**config.mk**
```make
export PLATFORM = sky130hd
export DESIGN_NAME = io_expander
export DESIGN_NICKNAME = d
export VERILOG_FILES = /design/src/logic/io_expander_pkg.sv /design/src/logic/io_expander.sv /design/src/logic/pin_sync.sv
export VERILOG_INCLUDE_DIRS = /design/src /design/src/logic
export SDC_FILE = /design/constraint.sdc
export NUM_CORES = 1
export LEC_CHECK = 0
export BUFFER_PORTS_ARGS = -buffer_cell sky130_fd_sc_hd__buf_2
export CORE_MARGIN = 5
export CORE_UTILIZATION = 50
export CTS_BUF_LIST = sky130_fd_sc_hd__clkbuf_4
export DETAILED_ROUTE_END_ITERATION = 6
export GPL_TIMING_DRIVEN = 0
export PLACE_DENSITY = 0.68
export SLEW_MARGIN = 20
export SYNTH_ARGS = -nofsm -noshare
export SYNTH_HDL_FRONTEND = slang
export SYNTH_SLANG_ARGS = --single-unit
```
**constraint.sdc**
```tcl
create_clock -name clk_i -period 13.2 [get_ports clk_i]
set_input_delay 1.32 -clock clk_i [delete_from_list [all_inputs] [get_ports clk_i]]
set_output_delay 1.32 -clock clk_i [all_outputs]
set_load 0.005 [all_outputs]
```
**src/logic/io_expander_cfg.svh**
```systemverilog
/*
 file: constants for the two-wire port expander (register indices, resets, slave address and read bit).
 assumes: included by the package, the expander module and the bench by bare name.
*/
`ifndef IO_EXPANDER_CFG_SVH
`define IO_EXPANDER_CFG_SVH
`define REG_IN0      3'h0
`define REG_IN1      3'h1
`define REG_OUT0     3'h2
`define REG_OUT1     3'h3
`define REG_POL0     3'h4
`define REG_POL1     3'h5
`define REG_DIR0     3'h6
`define REG_DIR1     3'h7
`define OUT_RESET    8'hFF
`define POL_RESET    8'h00
`define DIR_RESET    8'hFF
`define PTR_RESET    3'h0
`define SLAVE_ADDR   7'h20
`define READ_BIT     1'b1
`endif

```
**src/logic/io_expander_pkg.sv**
```systemverilog
/*
 file: shared types for the port expander.
 assumes: constants come from io_expander_cfg.svh.
*/
`include "io_expander_cfg.svh"
package io_expander_pkg;
    typedef enum logic [2:0] {
        ST_IDLE,
        ST_ADDR,
        ST_CMD,
        ST_WDATA,
        ST_RDATA,
        ST_ACK,
        ST_RACK,
        ST_IGNORE
    } bus_state_e;

    typedef struct packed {
        logic [7:0] out0;
        logic [7:0] out1;
        logic [7:0] pol0;
        logic [7:0] pol1;
        logic [7:0] dir0;
        logic [7:0] dir1;
    } regs_s;

    typedef struct packed {
        logic scl;
        logic sda;
    } bus_pins_s;
endpackage : io_expander_pkg

```
**src/logic/io_expander.sv**
```systemverilog
/*
 file: two-wire slave, register pairs and change interrupt of a 16-bit port expander.
 assumes: bus lines and port pins are asynchronous and resolved by the bench from the
 output enables; clk_i is fast enough (10 MHz) to oversample the bus clock.
*/
`include "io_expander_cfg.svh"
//Contract
//- input pin edge raises interrupt
//- clear on level return or port read
//- read clear at ack clock rise
//- later changes raise interrupt again
//- output pins never interrupt
//- direction change may give false interrupt
//- interrupt is open drain, low active
//- write address then command byte
//- command byte selects register
//- writes alternate within register pair
//- unlimited data bytes per write
//- read via restart with read bit
//- read data captured at ack rise
//- further read bytes alternate in pair
//- pointer continues in pair after restart
//- stop keeps last acknowledged output data
//- direct read uses previous pointer
//- reset loads all defaults
//- direction one input, zero output
//- input registers follow pins, ignore writes
//- polarity bit inverts reported input
//- output reads return written value
module io_expander
    import io_expander_pkg::*;
(
    input  wire logic                      clk_i,
    input  wire logic                      reset_i,
    input  wire io_expander_pkg::bus_pins_s bus_i,
    output logic                           sda_o,
    output logic                           sda_oe_o,
    output logic                           int_n_o,
    output logic                           int_n_oe_o,
    input  wire logic [15:0]               port_i,
    output logic      [15:0]               port_o,
    output logic      [15:0]               port_oe_o
);
    import io_expander_pkg::*;

    logic [1:0]  bus_s;
    logic [15:0] pin_s;
    logic        scl_d_reg;
    logic        sda_d_reg;
    bus_state_e  state_reg;
    logic [2:0]  bit_reg;
    logic [7:0]  shift_reg;
    logic [2:0]  ptr_reg;
    logic [7:0]  tx_reg;
    logic        rd_reg;
    regs_s       regs_reg;
    logic [15:0] snap_reg;
    logic        int_reg;
    logic        ack_rd_reg;
    logic        full_reg;
    logic        ack_cmd_reg;
    logic        ack_data_reg;

    pin_sync #(.WIDTH(2), .INIT(16'hFFFF)) u_bus_sync (
        .clk_i   (clk_i),
        .reset_i (reset_i),
        .d_i     ({bus_i.scl, bus_i.sda}),
        .q_o     (bus_s)
    );
    // pins start at the snapshot reset value, so no false change right after reset
    pin_sync #(.WIDTH(16), .INIT(16'h0000)) u_pin_sync (
        .clk_i   (clk_i),
        .reset_i (reset_i),
        .d_i     (port_i),
        .q_o     (pin_s)
    );

    wire scl = bus_s[1];
    wire sda = bus_s[0];
    wire scl_rise = scl && !scl_d_reg;
    wire scl_fall = !scl && scl_d_reg;
    wire start_c  = scl && scl_d_reg && sda_d_reg && !sda;
    wire stop_c   = scl && scl_d_reg && !sda_d_reg && sda;

    // polarity-corrected input value, independent of direction
    wire [15:0] in_val = pin_s ^ {regs_reg.pol1, regs_reg.pol0};
    wire [15:0] is_in  = {regs_reg.dir1, regs_reg.dir0};

    function automatic logic [7:0] reg_read(input logic [2:0] p, input regs_s r, input logic [15:0] iv);
        case (p)
            `REG_IN0:  reg_read = iv[7:0];
            `REG_IN1:  reg_read = iv[15:8];
            `REG_OUT0: reg_read = r.out0;
            `REG_OUT1: reg_read = r.out1;
            `REG_POL0: reg_read = r.pol0;
            `REG_POL1: reg_read = r.pol1;
            `REG_DIR0: reg_read = r.dir0;
            default:   reg_read = r.dir1;
        endcase
    endfunction : reg_read

    always_ff @(posedge clk_i or posedge reset_i) begin
        if (reset_i) begin
            scl_d_reg <= 1'b1;
            sda_d_reg <= 1'b1;
        end else begin
            scl_d_reg <= scl;
            sda_d_reg <= sda;
        end
    end

    // bus state machine; start seen any time, so a busy-bus start is just a restart
    always_ff @(posedge clk_i or posedge reset_i) begin
        if (reset_i) begin
            state_reg    <= ST_IDLE;
            bit_reg      <= 3'h0;
            shift_reg    <= 8'h00;
            rd_reg       <= 1'b0;
            full_reg     <= 1'b0;
            ack_cmd_reg  <= 1'b0;
            ack_data_reg <= 1'b0;
        end else if (stop_c) begin
            state_reg <= ST_IDLE;
        end else if (start_c) begin
            state_reg <= ST_ADDR;
            bit_reg   <= 3'h0;
            full_reg  <= 1'b0;
        end else begin
            case (state_reg)
                ST_ADDR, ST_CMD, ST_WDATA: begin
                    if (scl_rise) begin
                        shift_reg <= {shift_reg[6:0], sda};
                        bit_reg   <= bit_reg + 3'h1;
                        if (bit_reg == 3'h7) begin
                            full_reg <= 1'b1;
                        end
                    end
                    // bit counter wraps to zero, so a flag marks eight bits taken
                    if (scl_fall && full_reg) begin
                        full_reg     <= 1'b0;
                        ack_cmd_reg  <= state_reg == ST_CMD;
                        ack_data_reg <= state_reg == ST_WDATA;
                        if (state_reg == ST_ADDR) begin
                            if (shift_reg[7:1] == `SLAVE_ADDR) begin
                                rd_reg    <= shift_reg[0] == `READ_BIT;
                                state_reg <= ST_ACK;
                            end else begin
                                state_reg <= ST_IGNORE;
                            end
                        end else begin
                            rd_reg    <= 1'b0;
                            state_reg <= ST_ACK;
                        end
                    end
                end
                ST_ACK: begin
                    if (scl_fall) begin
                        bit_reg   <= 3'h0;
                        state_reg <= rd_reg ? ST_RDATA : ((ack_cmd_reg || ack_data_reg) ? ST_WDATA : ST_CMD);
                    end
                end
                ST_RDATA: begin
                    if (scl_fall) begin
                        bit_reg <= bit_reg + 3'h1;
                        if (bit_reg == 3'h7) begin
                            state_reg <= ST_RACK;
                        end
                    end
                end
                ST_RACK: begin
                    if (scl_rise) begin
                        state_reg <= sda ? ST_IGNORE : ST_RACK;
                    end else if (scl_fall) begin
                        bit_reg   <= 3'h0;
                        state_reg <= ST_RDATA;
                    end
                end
                default: begin
                end
            endcase
        end
    end

    // marks that the command byte has been taken in this transfer
    always_ff @(posedge clk_i or posedge reset_i) begin
        if (reset_i) begin
            ack_rd_reg <= 1'b0;
        end else if (start_c || stop_c) begin
            ack_rd_reg <= 1'b0;
        end else if (state_reg == ST_ACK && scl_fall && !rd_reg && ack_cmd_reg) begin
            ack_rd_reg <= 1'b1;
        end
    end

    // pointer and register writes, taken at the ack edge of each byte
    always_ff @(posedge clk_i or posedge reset_i) begin
        if (reset_i) begin
            ptr_reg  <= `PTR_RESET;
            regs_reg <= {`OUT_RESET, `OUT_RESET, `POL_RESET, `POL_RESET, `DIR_RESET, `DIR_RESET};
        end else if (state_reg == ST_ACK && scl_fall && !rd_reg) begin
            if (ack_cmd_reg) begin
                ptr_reg <= shift_reg[2:0];
            end else if (ack_data_reg) begin
                case (ptr_reg)
                    `REG_OUT0: regs_reg.out0 <= shift_reg;
                    `REG_OUT1: regs_reg.out1 <= shift_reg;
                    `REG_POL0: regs_reg.pol0 <= shift_reg;
                    `REG_POL1: regs_reg.pol1 <= shift_reg;
                    `REG_DIR0: regs_reg.dir0 <= shift_reg;
                    `REG_DIR1: regs_reg.dir1 <= shift_reg;
                    default: begin
                    end
                endcase
                ptr_reg <= {ptr_reg[2:1], ~ptr_reg[0]};
            end
        end else if (state_reg == ST_RACK && scl_rise) begin
            ptr_reg <= {ptr_reg[2:1], ~ptr_reg[0]};
        end
    end

    // read byte loaded at the ack rise before it goes out
    always_ff @(posedge clk_i or posedge reset_i) begin
        if (reset_i) begin
            tx_reg <= 8'hFF;
        end else if ((state_reg == ST_ACK && rd_reg && scl_rise) || (state_reg == ST_RACK && scl_rise)) begin
            tx_reg <= reg_read(state_reg == ST_RACK ? {ptr_reg[2:1], ~ptr_reg[0]} : ptr_reg,
                               regs_reg, in_val);
        end else if (state_reg == ST_RDATA && scl_fall) begin
            tx_reg <= {tx_reg[6:0], 1'b1};
        end
    end

    always_ff @(posedge clk_i or posedge reset_i) begin
        if (reset_i) begin
            sda_o    <= 1'b0;
            sda_oe_o <= 1'b0;
        end else begin
            sda_o <= 1'b0;
            if (state_reg == ST_ACK) begin
                sda_oe_o <= 1'b1;
            end else if (state_reg == ST_RDATA) begin
                sda_oe_o <= !tx_reg[7];
            end else begin
                sda_oe_o <= 1'b0;
            end
        end
    end

    // change snapshot: read clear reloads it, so later edges retrigger
    wire       rd_clear = (state_reg == ST_RACK || (state_reg == ST_ACK && rd_reg)) && scl_rise;
    wire       rd_port  = rd_clear && ptr_reg[2:1] == 2'b00 && !(state_reg == ST_ACK && 1'b0);
    wire [15:0] diff    = (in_val ^ snap_reg) & is_in;

    always_ff @(posedge clk_i or posedge reset_i) begin
        if (reset_i) begin
            snap_reg <= 16'h0000;
            int_reg  <= 1'b0;
        end else begin
            if (rd_port) begin
                snap_reg <= in_val;
                int_reg  <= 1'b0;
            end else begin
                int_reg  <= |diff;
            end
        end
    end

    always_ff @(posedge clk_i or posedge reset_i) begin
        if (reset_i) begin
            int_n_o    <= 1'b0;
            int_n_oe_o <= 1'b0;
        end else begin
            int_n_o    <= 1'b0;
            int_n_oe_o <= int_reg;
        end
    end

    always_ff @(posedge clk_i or posedge reset_i) begin
        if (reset_i) begin
            port_o    <= 16'hFFFF;
            port_oe_o <= 16'h0000;
        end else begin
            port_o    <= {regs_reg.out1, regs_reg.out0};
            port_oe_o <= ~is_in;
        end
    end

    chk_dir_out_reset: assert property (@(posedge clk_i) $fell(reset_i) |-> port_oe_o == 16'h0000)
        else $error("port enables not cleared by reset");
    chk_out_no_int: assert property (@(posedge clk_i) disable iff (reset_i)
        (diff == 16'h0000) |=> !int_reg)
        else $error("output pin raised interrupt");
    chk_int_rise: assert property (@(posedge clk_i) disable iff (reset_i)
        (|diff && !rd_port) |=> int_reg ##1 int_n_oe_o)
        else $error("change did not raise interrupt");
    chk_read_clear: assert property (@(posedge clk_i) disable iff (reset_i)
        rd_port |=> !int_reg)
        else $error("read did not clear interrupt");
    chk_int_open_drain: assert property (@(posedge clk_i) disable iff (reset_i) !int_n_o)
        else $error("interrupt pin driven high");
    chk_pair_toggle: assert property (@(posedge clk_i) disable iff (reset_i)
        (state_reg == ST_RACK && scl_rise && !stop_c && !start_c) |=>
        ptr_reg == {$past(ptr_reg[2:1]), ~$past(ptr_reg[0])})
        else $error("read pointer did not alternate");
    chk_pair_same: assert property (@(posedge clk_i) disable iff (reset_i)
        (ack_rd_reg && !start_c) |=> ptr_reg[2:1] == $past(ptr_reg[2:1]))
        else $error("pointer left its pair");
    chk_port_follow: assert property (@(posedge clk_i) disable iff (reset_i)
        ##1 1'b1 |-> port_o == $past({regs_reg.out1, regs_reg.out0}))
        else $error("port outputs differ from stored value");
endmodule : io_expander

```
**src/logic/pin_sync.sv**
```systemverilog
/*
 file: two-flop synchroniser for a vector of pins.
 assumes: single clock, asynchronous active-high reset.
*/
module pin_sync #(
    parameter int          WIDTH = 2,
    parameter logic [15:0] INIT  = 16'hFFFF
) (
    input  wire logic             clk_i,
    input  wire logic             reset_i,
    input  wire logic [WIDTH-1:0] d_i,
    output logic      [WIDTH-1:0] q_o
);
    logic [WIDTH-1:0] meta_reg;

    always_ff @(posedge clk_i or posedge reset_i) begin
        if (reset_i) begin
            meta_reg <= INIT[WIDTH-1:0];
            q_o      <= INIT[WIDTH-1:0];
        end else begin
            meta_reg <= d_i;
            q_o      <= meta_reg;
        end
    end
endmodule : pin_sync

```
* Word level (Yosys, flattened, before mapping) *
Index checks and enable logic that the tools add are counted.

word-level totals
  bits in registers = 166
  latch bits = 0
  bits in writable memories = 0
  memory bits (read-only) = 0
  input bits = 20
  output and inout bits = 36
  word-level logic and storage cells = 155
  memories kept = 0

cells by class
  add/subtract/negate cells = 1
  multipliers = 0
  divide/modulo/power cells = 0
  order comparisons = 0
  equal/unequal tests = 30
  shift-type cells = 0
  multiplexer cells = 38
  bitwise gates (word level) = 8
  reductions and logical operators = 50

operators with widths
  kind                                                  number
  case mux 8 bit (7 select lines)                       1
  2-to-1 mux 3 bit                                      17
  AND reduction 4 bit                                   9
  equality test 3 bit (second input constant)           11
  XOR 16 bit                                            2
  case mux 3 bit (4 select lines)                       2
  equality test 3 x 2 -> 1 bit (second input constant)  6
  AND 16 bit                                            1
  logical AND 1 bit                                     16
  2-to-1 mux 8 bit                                      2
  != test 4 bit (second input constant)                 4
  NOT 16 bit                                            1
  OR reduction 16 bit                                   1
  2-to-1 mux 1 bit                                      15
  != test 3 bit (second input constant)                 4
  AND reduction 5 bit                                   2
  equality test 7 x 6 -> 1 bit (second input constant)  1
  equality test 3 x 1 -> 1 bit (second input constant)  2
  logical NOT 1 bit                                     6
  AND reduction 6 bit                                   1
  nonzero test 2 bit                                    3
  nonzero test 3 bit                                    2
  nonzero test 6 bit                                    1
  != test 5 bit (second input constant)                 1
  10 further kinds                                      16

* Longest topological paths before layout *
  depth after elaboration = 7
  gate-level depth with buffers = 8
  mapped depth without buffers = 7

* By module *
From an unflattened synthesis, not the netlist that was laid out.

unflattened totals
  cell total of the unflattened synthesis = 575
  area, all modules = 7061.8 um2

by module, submodules not included
  module                 times used  cells an instance  area an instance (um2)  sequential area each (um2)
  io_expander            1           537                6148.4                  3325.7
  pin_sync (u_pin_sync)  1           33                 804.5                   800.8
  pin_sync (u_bus_sync)  1           5                  108.9                   105.1

* Least setup slack after synthesis *
OpenSTA, ideal clock, no wires.

  path kind = reg2reg
  start = register scl_d_reg
  end = register regs_reg[16] (netlist bit)
  library setup time = 125 ps
  arrival = 2015 ps
  required time = 13075 ps
  setup slack = 11060 ps
  stages on the path, launching flop included = 7
  buffers on the path = 0
  period minus slack after synthesis = 2140 ps
  cell sequence = dfstp_2 ha_1 nand2_2 nor3_4 nand4b_1 nor2_2 mux2_2

between the ends
  word-level cells in the longest chain between the ends = 4

ends and longest elaborated chain
  element                          RTL line            RTL
  start, declared                  io_expander.sv:48   logic scl_d_reg;
  start signal, assigned           io_expander.sv:107  scl_d_reg <= scl;
  logical AND 1 bit                io_expander.sv:81   wire scl_fall = !scl && scl_d_reg;
  logical AND 1 bit (2 in series)  io_expander.sv:200  end else if (state_reg == ST_ACK && scl_fall && !rd_reg) begin
  AND reduction 4 bit (no line)    -
  end signal, assigned             io_expander.sv:199  regs_reg <= {`OUT_RESET, `OUT_RESET, `POL_RESET, `POL_RESET, `DIR_RESET, `DIR_RESET};
  end, declared                    io_expander.sv:56   regs_s regs_reg;

No other way between the ends.
A chain may end at the register's enable or synchronous reset.

* Worst setup path in the final report *
  start = register scl_d_reg
  end = register regs_reg[21] (netlist bit)

Same word-level chain as after synthesis.

==> results.ini <==
[floorplan]
die_y_um = 131
ios = 56
rows = 44
core-area_um2 = 14400
die_w_um = 131
start_util_pct = 50.5
dieArea_um2 = 17100

[cells_and_area]
drive_gt1_share_pct = 36.0
diodes = 0
fill_cells = 1217
regArea_um2 = 4230
largest_register_ff_count = 32
final_core_util_pct = 56.2
nets = 693
multi_input_area_um2 = 2790
area_growth_pct = 11.4

[min_path]
min_path_cells = 0
min_path_type = reg -> reg

[cts]
clock_latency_ns = 0.57
cts_setup_buffers = 0
cts_tree = yes
numCtsBuffers = 17
h-tree-depth = 4
clockBufferDepth = 2
clk_pin_slew_ns = 0.14
clock_sinks = 166
cts_resized = 0
cts_hold_buf = 0
cts-root-buf = clkbuf_4

[setup_path]
crit_fanout = 8
start_kind = flop
end_kind = flop
worst_r2r_path_depth = 6
path_class = reg -> reg
required_ns = 13.65
crit_arrival_ns = 3.06

[drt]
drt_pass1_iterations = 5
via_per_inst = 5.68
via_count = 4912
drt_wl_total_mm = 17.1
drt_iter0_markers = 400
post_drt_wl_per_cell_um = 19.8
drc = 0
ant_nets = 0

[grt]
grt_usage_pct = 21.4
grt_pass1_wl_mm = 27.3
grt_pass1_vias = 4865
grt_max_degree = 104
grt_antenna_before_repair = 0
globalRouteOverflowTotal = 0

[placed_design]
dp_hpwl_mm = 11.9
port_buffers = 53
gp_congestion = 0.927

[timing]
finalHoldViolations = 0
min_period_over_period_pct = 19.8
period_needed_ns = 2.61
setup_viol = 0
tns_ns = 0
drv_slew = 0
finClkSkew_ns = 0.0259
rsz0062_at_grt = false
fmax_ghz = 0.384
slew_headroom_pct = 49.3
tightest_slew_ns = 0.756

[yosys]
synthFlopType = dfrtp_1
yosysUniqueCellTypes = 68
synth_edf_count = 0
synth_seq_area_share_pct = 58.1
netlist_area_um2 = 7280
async_flop_share_pct = 100
yosys_register_bits = 166
syn_avg_cell_area_um2 = 12.3
syn_inst = 594
yosysWarnings = 0

[power_and_ir_drop]
power.static_leakage_nw = 3.54
vdd_drop_max_uv = 61.4
p_per_area_nw_per_um2 = 123

[run]
max-cap-violations = 0

[status]
status = completed

-- routing by layer --
metal	part of all wire, %	global-route usage, %
met5	0	0
met4	2.0	6.53
met3	6.7	5.16
met2	46	32.0
met1	46	31.3
-- through the flow --
| stage | instances | total power (W) | area [µm²] | setup WS (ns) | hold WS, ns |
|---|---|---|---|---|---|
| after floorplan | 595 | 0.000651 | 7280 | 7.49 | 0.331 |
| after global placement | 832 | 0.000695 | 7780 | 5.91 | 0.333 |
| after detailed placement | 833 | 0.000701 | 7810 | 10.63 | 0.335 |
| after CTS | 865 | 0.00101 | 8110 | 10.61 | 0.365 |
| after global routing | 865 | 0.00105 | 8110 | 10.52 | 0.358 |
| final | 865 | 0.00100 | 8110 | 10.59 | 0.357 |
-- placed cells by master, fill, tap and decap left out, types with 3 or more instances in the layout --
| master | n |
|---|---|
| mux2i_1 | 16 |
| mux2_4 | 11 |
| nor2_1 | 32 |
| dfrtp_1 | 104 |
| buf_2 | 63 |
| nor2_2 | 3 |
| a221oi_1 | 4 |
| nand2b_1 | 4 |
| clkbuf_1 | 10 |
| a211oi_1 | 3 |
| or3_1 | 3 |
| mux2_2 | 52 |
| nand2_1 | 32 |
| nor3_1 | 7 |
| clkbuf_4 | 17 |
| clkinvlp_4 | 4 |
| a211o_1 | 3 |
| a22oi_1 | 5 |
| o31ai_1 | 7 |
| o22ai_1 | 9 |
| xor2_1 | 6 |
| nand3_1 | 8 |
| nor3b_1 | 5 |
| a32oi_1 | 3 |
| a31oi_1 | 8 |
| xnor2_1 | 31 |
| o21ai_0 | 18 |
| o211ai_1 | 3 |
| dfstp_2 | 62 |
| ha_1 | 5 |
| inv_1 | 29 |
| a21oi_1 | 40 |
| buf_1 | 5 |
| nor2b_1 | 6 |
| inv_8 | 3 |
| inv_6 | 4 |
-- critical path, cell delays in order (launching register included) --
cell and delay (ns):
dfstp_2 0.57, ha_1 0.29, nand2_2 0.15, nor3_4 0.31, nand4b_1 0.26, nor2_2 0.51, mux2_2 0.40
-- layout make-up --
type	instances	area share [%]
Buffer	30	1.84
Clock inverter	15	2.05
Clock buffer	17	1.57
Multi-Input combinational cell	369	34.4
Timing Repair Buffer	54	3.61
Inverter	30	1.48
Tap cell	184	2.84
Sequential cell	166	52.2
-- cells by family (layout without fill, tap and decap cells) --
group	Yosys count	in the layout	share of synthesized area, %
and+or+nand+nor	123	123	9.15
buffers and inverters	60	146	3.59
adders and majority gates	5	5	0.860
muxes	79	79	12.5
DFF	166	166	58.1
other	1	2	0.0515
xor gates and xnor gates	39	39	4.90
AOI/OAI and AO/OA	121	121	10.8
-- power breakdown --
group          leakage, nW  internal [W]  switching (W)
combinational         1.47     0.0000468      0.0000768
sequential            1.92      0.000537      0.0000325
clock                0.149      0.000116       0.000190
-- synth_stat cells, types with 6 or more instances --
cell      count  area share, %
dfrtp_1     104             36
dfstp_2      62             22
mux2_2       52            8.0
a21oi_1      40            2.8
nand2_1      32            1.7
nor2_1       32            1.7
xnor2_1      31            3.7
inv_1        30            1.5
o21ai_0      18            1.2
mux2i_1      16            2.2
mux2_4       11            2.3
buf_2        10           0.69
clkbuf_1     10           0.52
o22ai_1       9           0.77
a31oi_1       8           0.69
nand3_1       8           0.55
nor3_1        7           0.48
o31ai_1       7           0.72
nor2b_1       6           0.52
xor2_1        6           0.72
-- worst paths after layout --
check	from	to	slack, ns
max	scl_d_reg	regs_reg[21]	10.59
min	u_pin_sync.meta_reg[7]	u_pin_sync.q_o[7]	0.36
max reg2reg	scl_d_reg	regs_reg[21]	10.59
min reg2reg	u_pin_sync.meta_reg[7]	u_pin_sync.q_o[7]	0.36
max in group asynchronous	reset_i	regs_reg[41]	11.59
min in group asynchronous	reset_i	regs_reg[26]	0.76
Note: power is estimated with default switching activity, not from simulation.
